$ cat config.mk
export PLATFORM = sky130hd
export DESIGN_NAME = nvm_readback
export DESIGN_NICKNAME = d
export VERILOG_FILES = /design/src/design/nvm_readback_pkg.sv /design/src/design/nvm_readback.sv
export SDC_FILE = /design/constraint.sdc
export NUM_CORES = 1
export LEC_CHECK = 0
export ABC_AREA = 1
export CAP_MARGIN = 20
export CORE_MARGIN = 2
export CORE_UTILIZATION = 40
export CTS_BUF_LIST = sky130_fd_sc_hd__clkbuf_16
export DETAILED_ROUTE_END_ITERATION = 8
export DONT_BUFFER_PORTS = 1
export GPL_ROUTABILITY_DRIVEN = 0
export HOLD_SLACK_MARGIN = 0.08
export PLACE_DENSITY = 0.57
export SLEW_MARGIN = 40
export SYNTH_ARGS = -nofsm -noshare
export SYNTH_HDL_FRONTEND = slang
export SYNTH_SLANG_ARGS = --single-unit
$ cat constraint.sdc
create_clock -name clk -period 4.8 [get_ports clk]
set_input_delay 0.96 -clock clk [delete_from_list [all_inputs] [get_ports clk]]
set_output_delay 0.96 -clock clk [all_outputs]
set_load 0.02 [all_outputs]
$ cat src/design/nvm_readback_pkg.sv
/*
  constants for the fuse/lock/signature read-back block: control register
  layout, pointer codes, window lengths and flash write timing.
  assumes a 20 MHz core clock.
*/
package nvm_readback_pkg;
  localparam logic [5:0] CTRL_ADDR = 6'h37;
  localparam logic [7:0] CTRL_RESET = 8'h00;
  localparam int SIGNATURE_READ_BIT_POS = 5;
  localparam int LOCK_FUSE_SELECT_BIT_POS = 3;
  localparam int PGWRT_POS = 2;
  localparam int PGERS_POS = 1;
  localparam int SELFPROG_ENABLE_BIT_POS = 0;
  localparam logic [15:0] PTR_FUSE_LOW = 16'h0000;
  localparam logic [15:0] PTR_LOCK = 16'h0001;
  localparam logic [15:0] PTR_FUSE_EXT = 16'h0002;
  localparam logic [15:0] PTR_FUSE_HIGH = 16'h0003;
  localparam logic [15:0] PTR_SIG1 = 16'h0000;
  localparam logic [15:0] PTR_CAL = 16'h0001;
  localparam logic [15:0] PTR_SIG2 = 16'h0002;
  localparam logic [15:0] PTR_SIG3 = 16'h0004;
  localparam logic [2:0] READ_WINDOW = 3'h3;
  localparam logic [2:0] STORE_WINDOW = 3'h4;
  localparam logic [7:0] LOCK_UNUSED_MASK = 8'h3F;
  localparam logic [7:0] EXT_UNUSED_MASK = 8'h07;
  localparam int CLK_HZ = 20000000;
  localparam int WRITE_MIN_US = 3700;
  localparam int WRITE_MAX_US = 4500;
  localparam int WRITE_CYCLES_MIN = (CLK_HZ / 1000 * WRITE_MIN_US + 999) / 1000;
  localparam int WRITE_CYCLES_MAX = CLK_HZ / 1000 * WRITE_MAX_US / 1000;
  localparam int WRITE_CYCLES_NOM = (WRITE_CYCLES_MIN + WRITE_CYCLES_MAX) / 2;
endpackage

$ cat src/design/nvm_readback.sv
/*
  fuse, lock and signature read-back path with the self-programming control
  register and flash write timer.
  assumes the core drives program-memory loads and stores as one-cycle
  strobes, the nonvolatile values arrive as static inputs, all synchronous.
*/
// Added by the designer: the address map and the plain strobed port.
`timescale 1ns/100ps
module nvm_readback
  import nvm_readback_pkg::*;
#(
  parameter int WRITE_CYCLES = WRITE_CYCLES_NOM
)
(
  input wire logic clk,
  input wire logic sys_rst,
  input wire logic [5:0] io_addr,
  input wire logic [7:0] io_wdata,
  input wire logic io_wr,
  input wire logic io_rd,
  output logic [7:0] io_rdata,
  input wire logic [15:0] z_ptr,
  input wire logic lpm_req,
  input wire logic spm_req,
  input wire logic [7:0] pmem_byte,
  output logic [7:0] lpm_data,
  input wire logic [7:0] lock_bits,
  input wire logic [7:0] fuse_low_byte,
  input wire logic [7:0] fuse_high_byte,
  input wire logic [7:0] fuse_extended_byte,
  input wire logic [7:0] sig_byte1,
  input wire logic [7:0] sig_byte2,
  input wire logic [7:0] sig_byte3,
  input wire logic [7:0] osc_cal_byte,
  input wire logic eeprom_write_active_flag,
  output logic flash_busy,
  output logic flash_write_strobe
);

  // ----------------------------------------------------------------
  // control register
  // ----------------------------------------------------------------
  logic [7:0] ctrl_q;
  logic [7:0] ctrl_d;
  logic [2:0] win_q;
  logic [2:0] win_d;
  logic [7:0] lpm_data_q;
  logic [7:0] io_rdata_q;
  logic [22:0] wtime_q;
  logic busy_q;
  logic start_q;

  wire ctrl_wr = io_wr && io_addr == CTRL_ADDR;
  wire ctrl_wr_ok = ctrl_wr && !eeprom_write_active_flag;
  wire selfprog_enable_bit = ctrl_q[SELFPROG_ENABLE_BIT_POS];
  wire lock_fuse_select_bit = ctrl_q[LOCK_FUSE_SELECT_BIT_POS];
  wire signature_read_bit = ctrl_q[SIGNATURE_READ_BIT_POS];
  wire lock_armed = selfprog_enable_bit && lock_fuse_select_bit;
  wire sig_armed = selfprog_enable_bit && signature_read_bit;
  wire lock_read = lock_armed && lpm_req && win_q < READ_WINDOW;
  wire sig_read = sig_armed && lpm_req && win_q < READ_WINDOW;
  wire read_expired = (lock_armed || sig_armed) && win_q >= READ_WINDOW;
  wire store_cmd = selfprog_enable_bit && !signature_read_bit && spm_req
                   && win_q < STORE_WINDOW && !busy_q;
  wire write_cmd = store_cmd && (ctrl_q[PGERS_POS] || ctrl_q[PGWRT_POS]
                   || lock_fuse_select_bit);
  wire store_expired = selfprog_enable_bit && win_q >= STORE_WINDOW;

  // lock/fuse read: the read window closes after three cycles but the lock
  // enables stay set until the store window ends, so a store can come in the fourth
  wire lock_timeout = lock_armed && read_expired && store_expired;
  wire clear_enables = lock_read || sig_read || store_cmd
                       || (sig_armed && read_expired)
                       || lock_timeout
                       || (!lock_armed && !sig_armed && store_expired);

  always_comb
  begin
    ctrl_d = ctrl_q;
    win_d = win_q;
    if (ctrl_wr_ok)
    begin
      ctrl_d = io_wdata;
      win_d = '0;
    end
    else if (clear_enables)
    begin
      ctrl_d[SELFPROG_ENABLE_BIT_POS] = 1'b0;
      ctrl_d[LOCK_FUSE_SELECT_BIT_POS] = 1'b0;
      ctrl_d[SIGNATURE_READ_BIT_POS] = 1'b0;
      ctrl_d[PGERS_POS] = 1'b0;
      ctrl_d[PGWRT_POS] = 1'b0;
    end
    else if (selfprog_enable_bit && win_q < STORE_WINDOW)
    begin
      win_d = win_q + 3'h1;
    end
  end

  always_ff @(posedge clk)
  begin
    if (sys_rst)
    begin
      ctrl_q <= CTRL_RESET;
      win_q <= '0;
    end
    else
    begin
      ctrl_q <= ctrl_d;
      win_q <= win_d;
    end
  end

  // ----------------------------------------------------------------
  // load data selection
  // ----------------------------------------------------------------
  function automatic logic [7:0] fuse_sel(input logic [15:0] p, input logic [7:0] lk,
    input logic [7:0] fl, input logic [7:0] fh, input logic [7:0] fe, input logic [7:0] pm);
    case (p)
      PTR_LOCK: fuse_sel = (lk & LOCK_UNUSED_MASK) | ~LOCK_UNUSED_MASK;
      PTR_FUSE_LOW: fuse_sel = fl;
      PTR_FUSE_HIGH: fuse_sel = fh;
      PTR_FUSE_EXT: fuse_sel = (fe & EXT_UNUSED_MASK) | ~EXT_UNUSED_MASK;
      default: fuse_sel = pm;
    endcase
  endfunction

  function automatic logic [7:0] sig_sel(input logic [15:0] p, input logic [7:0] s1,
    input logic [7:0] s2, input logic [7:0] s3, input logic [7:0] cal);
    case (p)
      PTR_SIG1: sig_sel = s1;
      PTR_SIG2: sig_sel = s2;
      PTR_SIG3: sig_sel = s3;
      PTR_CAL: sig_sel = cal;
      default: sig_sel = 8'hFF; // reserved rows read as erased
    endcase
  endfunction

  // values are passed through uninverted: a programmed bit is already 0
  wire [7:0] fuse_word = fuse_sel(z_ptr, lock_bits, fuse_low_byte, fuse_high_byte,
                                  fuse_extended_byte, pmem_byte);
  wire [7:0] sig_word = sig_sel(z_ptr, sig_byte1, sig_byte2, sig_byte3, osc_cal_byte);
  wire fuse_ok = lock_read && !eeprom_write_active_flag;
  wire [7:0] load_word = fuse_ok ? fuse_word :
                         sig_read ? sig_word : pmem_byte;

  always_ff @(posedge clk)
  begin
    if (sys_rst)
      lpm_data_q <= 8'h00;
    else if (lpm_req)
      lpm_data_q <= load_word;
  end

  always_ff @(posedge clk)
  begin
    if (sys_rst)
      io_rdata_q <= 8'h00;
    else if (io_rd && io_addr == CTRL_ADDR)
      io_rdata_q <= ctrl_q;
    else
      io_rdata_q <= 8'h00;
  end

  // ----------------------------------------------------------------
  // flash write timer
  // ----------------------------------------------------------------
  // the timer ignores sys_rst so a write in flight still completes
  logic timer_init_q = 1'b0;
  always_ff @(posedge clk)
  begin
    timer_init_q <= 1'b1;
    start_q <= 1'b0;
    if (!timer_init_q)
    begin
      busy_q <= 1'b0;
      wtime_q <= '0;
    end
    else if (write_cmd && !busy_q && !eeprom_write_active_flag)
    begin
      busy_q <= 1'b1;
      start_q <= 1'b1;
      wtime_q <= 23'(WRITE_CYCLES - 1);
    end
    else if (busy_q)
    begin
      if (wtime_q == '0)
        busy_q <= 1'b0;
      else
        wtime_q <= wtime_q - 23'h1;
    end
  end

  assign io_rdata = io_rdata_q;
  assign lpm_data = lpm_data_q;
  assign flash_busy = busy_q;
  assign flash_write_strobe = start_q;

  // ----------------------------------------------------------------
  // check helper: length of the current flash write
  // ----------------------------------------------------------------
  // counts busy cycles so one check can cover the whole write, however long
  logic [22:0] busy_len_q;
  always_ff @(posedge clk)
  begin
    if (start_q)
      busy_len_q <= 23'h1;
    else if (busy_q)
      busy_len_q <= busy_len_q + 23'h1;
  end

  // ----------------------------------------------------------------
  // checks
  // ----------------------------------------------------------------
  AST_LOCK_READ: assert property (@(posedge clk) disable iff (sys_rst)
    lock_read && z_ptr == PTR_LOCK && !eeprom_write_active_flag
      |=> lpm_data[5:0] == $past(lock_bits[5:0]) && lpm_data[7:6] == 2'b11)
    else $error("lock bits not returned");
  AST_AUTOCLEAR: assert property (@(posedge clk) disable iff (sys_rst)
    $rose(lock_armed) |-> ##[1:5] !selfprog_enable_bit)
    else $error("lock enables did not auto-clear");
  AST_NORMAL_LOAD: assert property (@(posedge clk) disable iff (sys_rst)
    lpm_req && !lock_armed && !sig_armed |=> lpm_data == $past(pmem_byte))
    else $error("disarmed load not from program memory");
  AST_FUSE_HIGH: assert property (@(posedge clk) disable iff (sys_rst)
    fuse_ok && z_ptr == PTR_FUSE_HIGH |=> lpm_data == $past(fuse_high_byte))
    else $error("fuse high byte wrong");
  AST_EXT_FUSE: assert property (@(posedge clk) disable iff (sys_rst)
    fuse_ok && z_ptr == PTR_FUSE_EXT |=> lpm_data[7:3] == 5'h1F)
    else $error("extended fuse upper bits not one");
  AST_SIG_CLEAR: assert property (@(posedge clk) disable iff (sys_rst)
    sig_read && !ctrl_wr_ok |=> !signature_read_bit && !selfprog_enable_bit)
    else $error("signature enables not cleared");
  AST_SIG_CAL: assert property (@(posedge clk) disable iff (sys_rst)
    sig_read && z_ptr == PTR_CAL |=> lpm_data == $past(osc_cal_byte))
    else $error("calibration byte wrong");
  AST_EE_BLOCK: assert property (@(posedge clk) disable iff (sys_rst)
    ctrl_wr && eeprom_write_active_flag && !clear_enables |=> ctrl_q == $past(ctrl_q))
    else $error("control written during eeprom write");
  AST_RESET_ZERO: assert property (@(posedge clk)
    sys_rst |=> ctrl_q == CTRL_RESET)
    else $error("control register not reset");
  AST_BUSY_HOLD: assert property (@(posedge clk)
    start_q |-> busy_q [*8])
    else $error("flash write ended too soon");
  AST_FUSE_LOW: assert property (@(posedge clk) disable iff (sys_rst)
    fuse_ok && z_ptr == PTR_FUSE_LOW |=> lpm_data == $past(fuse_low_byte))
    else $error("fuse low byte wrong");
  AST_EXT_LOW: assert property (@(posedge clk) disable iff (sys_rst)
    fuse_ok && z_ptr == PTR_FUSE_EXT |=> lpm_data[2:0] == $past(fuse_extended_byte[2:0]))
    else $error("extended fuse bits wrong");
  AST_LOCK_CLEAR: assert property (@(posedge clk) disable iff (sys_rst)
    lock_read && !ctrl_wr_ok |=> !selfprog_enable_bit && !lock_fuse_select_bit)
    else $error("lock enables not cleared after read");
  AST_STORE_TIMEOUT: assert property (@(posedge clk) disable iff (sys_rst)
    lock_armed && win_q >= STORE_WINDOW && !ctrl_wr_ok |=> !selfprog_enable_bit)
    else $error("lock enables not cleared after store window");
  AST_SIG_TIMEOUT: assert property (@(posedge clk) disable iff (sys_rst)
    sig_armed && win_q >= READ_WINDOW && !ctrl_wr_ok |=> !selfprog_enable_bit)
    else $error("signature enables not cleared after read window");
  AST_SIG_BYTE1: assert property (@(posedge clk) disable iff (sys_rst)
    sig_read && z_ptr == PTR_SIG1 |=> lpm_data == $past(sig_byte1))
    else $error("signature byte one wrong");
  AST_SIG_BYTE2: assert property (@(posedge clk) disable iff (sys_rst)
    sig_read && z_ptr == PTR_SIG2 |=> lpm_data == $past(sig_byte2))
    else $error("signature byte two wrong");
  AST_SIG_BYTE3: assert property (@(posedge clk) disable iff (sys_rst)
    sig_read && z_ptr == PTR_SIG3 |=> lpm_data == $past(sig_byte3))
    else $error("signature byte three wrong");
  AST_WIN_START: assert property (@(posedge clk) disable iff (sys_rst)
    ctrl_wr_ok |=> win_q == 3'h0)
    else $error("window not restarted by control write");
  AST_WIN_BOUND: assert property (@(posedge clk) disable iff (sys_rst)
    win_q <= STORE_WINDOW)
    else $error("window counter ran past the store window");
  AST_EE_FUSE: assert property (@(posedge clk) disable iff (sys_rst)
    lpm_req && lock_armed && eeprom_write_active_flag |=> lpm_data == $past(pmem_byte))
    else $error("fuse read not blocked during eeprom write");
  AST_EE_NO_WRITE: assert property (@(posedge clk)
    eeprom_write_active_flag && !busy_q |=> !start_q)
    else $error("flash write started during eeprom write");
  AST_STROBE_PULSE: assert property (@(posedge clk)
    start_q |=> !start_q)
    else $error("write strobe longer than one cycle");
  AST_RDATA_IDLE: assert property (@(posedge clk) disable iff (sys_rst)
    !io_rd |=> io_rdata == 8'h00)
    else $error("read data not zero when idle");
  AST_RDATA_CTRL: assert property (@(posedge clk) disable iff (sys_rst)
    io_rd && io_addr == CTRL_ADDR |=> io_rdata == $past(ctrl_q))
    else $error("control register read back wrong");
  // no reset here: a write in flight keeps its full length through sys_rst
  AST_BUSY_LEN: assert property (@(posedge clk)
    busy_q ##1 !busy_q |-> busy_len_q == 23'(WRITE_CYCLES))
    else $error("flash write length wrong");

endmodule

==> metrics.md <==
| Metric | Value |
|---|---|
| Status | finished, final reports clean |
| Core box area | 8300 um^2 |
| Layout cells sized above 1 | 6.34% |
| Design Power | 0.000813 W |
| Worst Tran Pin Value | 763 ps |
| Synth top cells by count | nand2_1, nor2_1, nand3_1 |
| Peak VDD IR | 0.157 mV |
| Vias post-DR | 3391 |
| Number of synthesized flops with an enable pin | 0 |
| Final Hold Fails | 0 |
| Reg2reg start | wtime_q[0] |
| Total global-route track usage | 18.1% |
| Final setup violation count | 0 |
| FFs w/ async S/R, synth | 0% |
| Vias in the first global route | 3371 |
| Worst hold-check path type | reg -> reg |
| Pleak | 1.58 nW |
| Relative slew slack | 48.7% |
| Power density over the cells | 224 nW/um^2 |
| Main combinational cell family by area after synthesis | simple AND/OR/NAND/NOR gates |
| DR pass1 iterations | 4 |
| Placed Area | 3500 um^2 |
| CTS Buffer Depth | 2 |
| RSZ-0062 raised after global routing | no |
| Clk Latency, worst-skew pair | 280 ps |
| R2r endpoint | wtime_q[4] |
| Mapped Area | 3470 um^2 |
| DR iter-0 viols | 175 |
| Syn_nets | 674 |
| WHS Endpoint | io_rdata[7] |
| Global route overflow | 0 |
| Ys Warns | 0 |
| Fin util | 43.8% |
| Max Slew Vio Count | 0 |
| Flop-to-flop setup slack | 2690 ps |
| WL/cell | 13.1 um |
| Cells on worst reg2reg path | 11 |
| Post-Route Setup TNS | 0 ps |
| Worst hold path depth | 2 |
| Main synth FF type | dfxtp_1 |
| DRT antenna net count | 0 |
| Ant diodes | 0 |
| Post_cts resized | 0 |
| Post-route minimum period | 2510 ps |
| Register area | 1040 um^2 |
| Synth Area in Compound Gates | 8.04% |
| CTS tree | built |
| Clk root buf | clkbuf_16 |
| Worst EP required | 4990 ps |
| Worst-path maximum fanout | 54 |
| Mux cell area share after synthesis | 0% |
| Port Buffers | 0 |
| CP Capture Type | flip-flop |
| Synth Instances | 561 |
| Number of CTS-inserted buffers | 5 |
| Clock Skew | 5.44 ps |
| CP Launch Type | input pin |
| Post-CTS Hold Buffers | 0 |
| Std cell rows | 33 |
| Clk slew on worst S/H paths | 60 ps |
| Largest net degree at the start of global routing | 55 |
| Synth Area in XOR/XNOR | 3.28% |
| CP arrival | 2700 ps |
| Nets | 665 |
| Syn_area_per_cell | 6.18 um^2 |
| Sequential fraction of the synthesis area | 30.0% |
| Detailed placement HPWL | 6.71 mm |
| Postcts setup bufs | 0 |
| Die Ht | 97.1 um |
| Initial antenna violation count | 0 |
| Simple-Gate Fraction of Synth Area | 49.1% |
| H-tree levels | 2 |
| Full die area | 9440 um^2 |
| Fmax | 398 MHz |
| Yosys top cell by area | dfxtp_1 |
| Library cells used by synthesis | 37 |
| Post-synth top area share | 30.0% |
| First-pass GRT wire length | 14.5 mm |
| Area delta synth->final | 4.83% |
| CP Class | in -> reg |
| Design Area, Final | 3640 um^2 |
| Area taken by multi-input logic gates | 2150 um^2 |
| Top-count cell post-synth | nand2_1 |
| Via density | 5.16 |
| Synth Area in Adders | 1.44% |
| Initial Util | 41.8% |
| Die X | 97.1 um |
| Hold_sp | ctrl_q[7] |
| Final WL | 8.61 mm |
| Detailed-route DRC error count | 0 |
| Max-Cap Viols | 0 |
| Clk sink count | 52 |
| Top Ports | 127 |
| # fillers | 873 |
| Period utilization | 52.4% |
| Synthesized flop and latch total | 52 |
| Synth top area cells | dfxtp_1, nand2_1, nor2_1 |
| Placement Setup Slack | 2030 ps |
| Post-route worst setup slack | 2290 ps |
[state kept, by name, indices dropped and copies added, names as in the netlist]
register            flops
lpm_data                8
flash_busy              1
io_rdata                8
wtime_q                23
ctrl_q                  8
flash_write_strobe      1
win_q                   3
[logic make-up (layout without fill, tap and decap cells)]
group | count (synthesis) | in the layout
AND/OR/NAND/NOR | 379 | 379
buffers and inverters | 62 | 53
flip-flops | 52 | 52
AO/OA/AOI/OAI | 51 | 51
XOR/XNOR | 13 | 13
adder cells (fa/ha/maj) | 4 | 4
[worst max path at each step]
stage | to | slack, ps | startpoint | cells past startpoint
2_1_floorplan | lpm_data[5] | 2660 | z_ptr[1] | 13
3_3_place_gp | lpm_data[2] | 2060 | z_ptr[15] | 13
3_5_place_dp | lpm_data[2] | 2030 | z_ptr[15] | 13
4_1_cts | lpm_data[2] | 2320 | z_ptr[15] | 13
5_1_grt | lpm_data[2] | 2010 | z_ptr[13] | 13
6_report | lpm_data[2] | 2290 | z_ptr[15] | 13
[cell type report]
type | count | area share [%]
Clock buffer | 5 | 3.44
Multi-Input combinational cell | 447 | 59.0
Timing Repair Buffer | 2 | 0.413
Clock inverter | 2 | 0.344
Inverter | 44 | 4.54
Sequential cell | 52 | 28.6
Tap cell | 105 | 3.61
[layout by cell type (no fill, tap or decap), types with 5 or more instances in the layout]
cell type  netlist  layout
clkbuf_16        0       5
nand2_1        153     153
xor2_1           8       8
nor2_4           5       5
xnor2_1          5       5
nand3_1         80      80
nor2_1         107     107
dfxtp_1         52      52
o21ai_1          6       6
inv_1           36      36
nand4_1         13      13
inv_2            7       7
a21oi_1         30      30
o21ai_0          9       9
[power breakdown]
part | internal (W) | leakage [nW] | switching [W]
combinational | 0.0000141 | 1.08 | 0.0000189
clock | 0.000189 | 0.0673 | 0.000145
sequential | 0.000436 | 0.423 | 0.00000952
[critical path, cell delays in order]
cell and delay [ps]:
nor2_1 80, nand2_1 90, nor2_4 240, buf_4 480, nand2_1 190, nand2_1 120
nor2_2 60, nor2_8 110, nand2_1 100, nand2_1 80, nand3_1 80, nand2_1 70
inv_1 30
[stage by stage]
stage / std cells / hold WS, ps
2_1_floorplan: 561 / 416
3_3_place_gp: 650 / 428
3_5_place_dp: 650 / 429
4_1_cts: 657 / 439
5_1_grt: 657 / 469
6_report: 657 / 434
[metal layers]
layer	routed length, um	vias to the layer above	global-route usage (%)
met5	0	-	0
met4	97	0	4.66
met3	409	8	4.53
met2	4130	62	31.0
met1	3970	1528	22.6
li1	-	1793	-
Power figures use the tool's default switching activity.
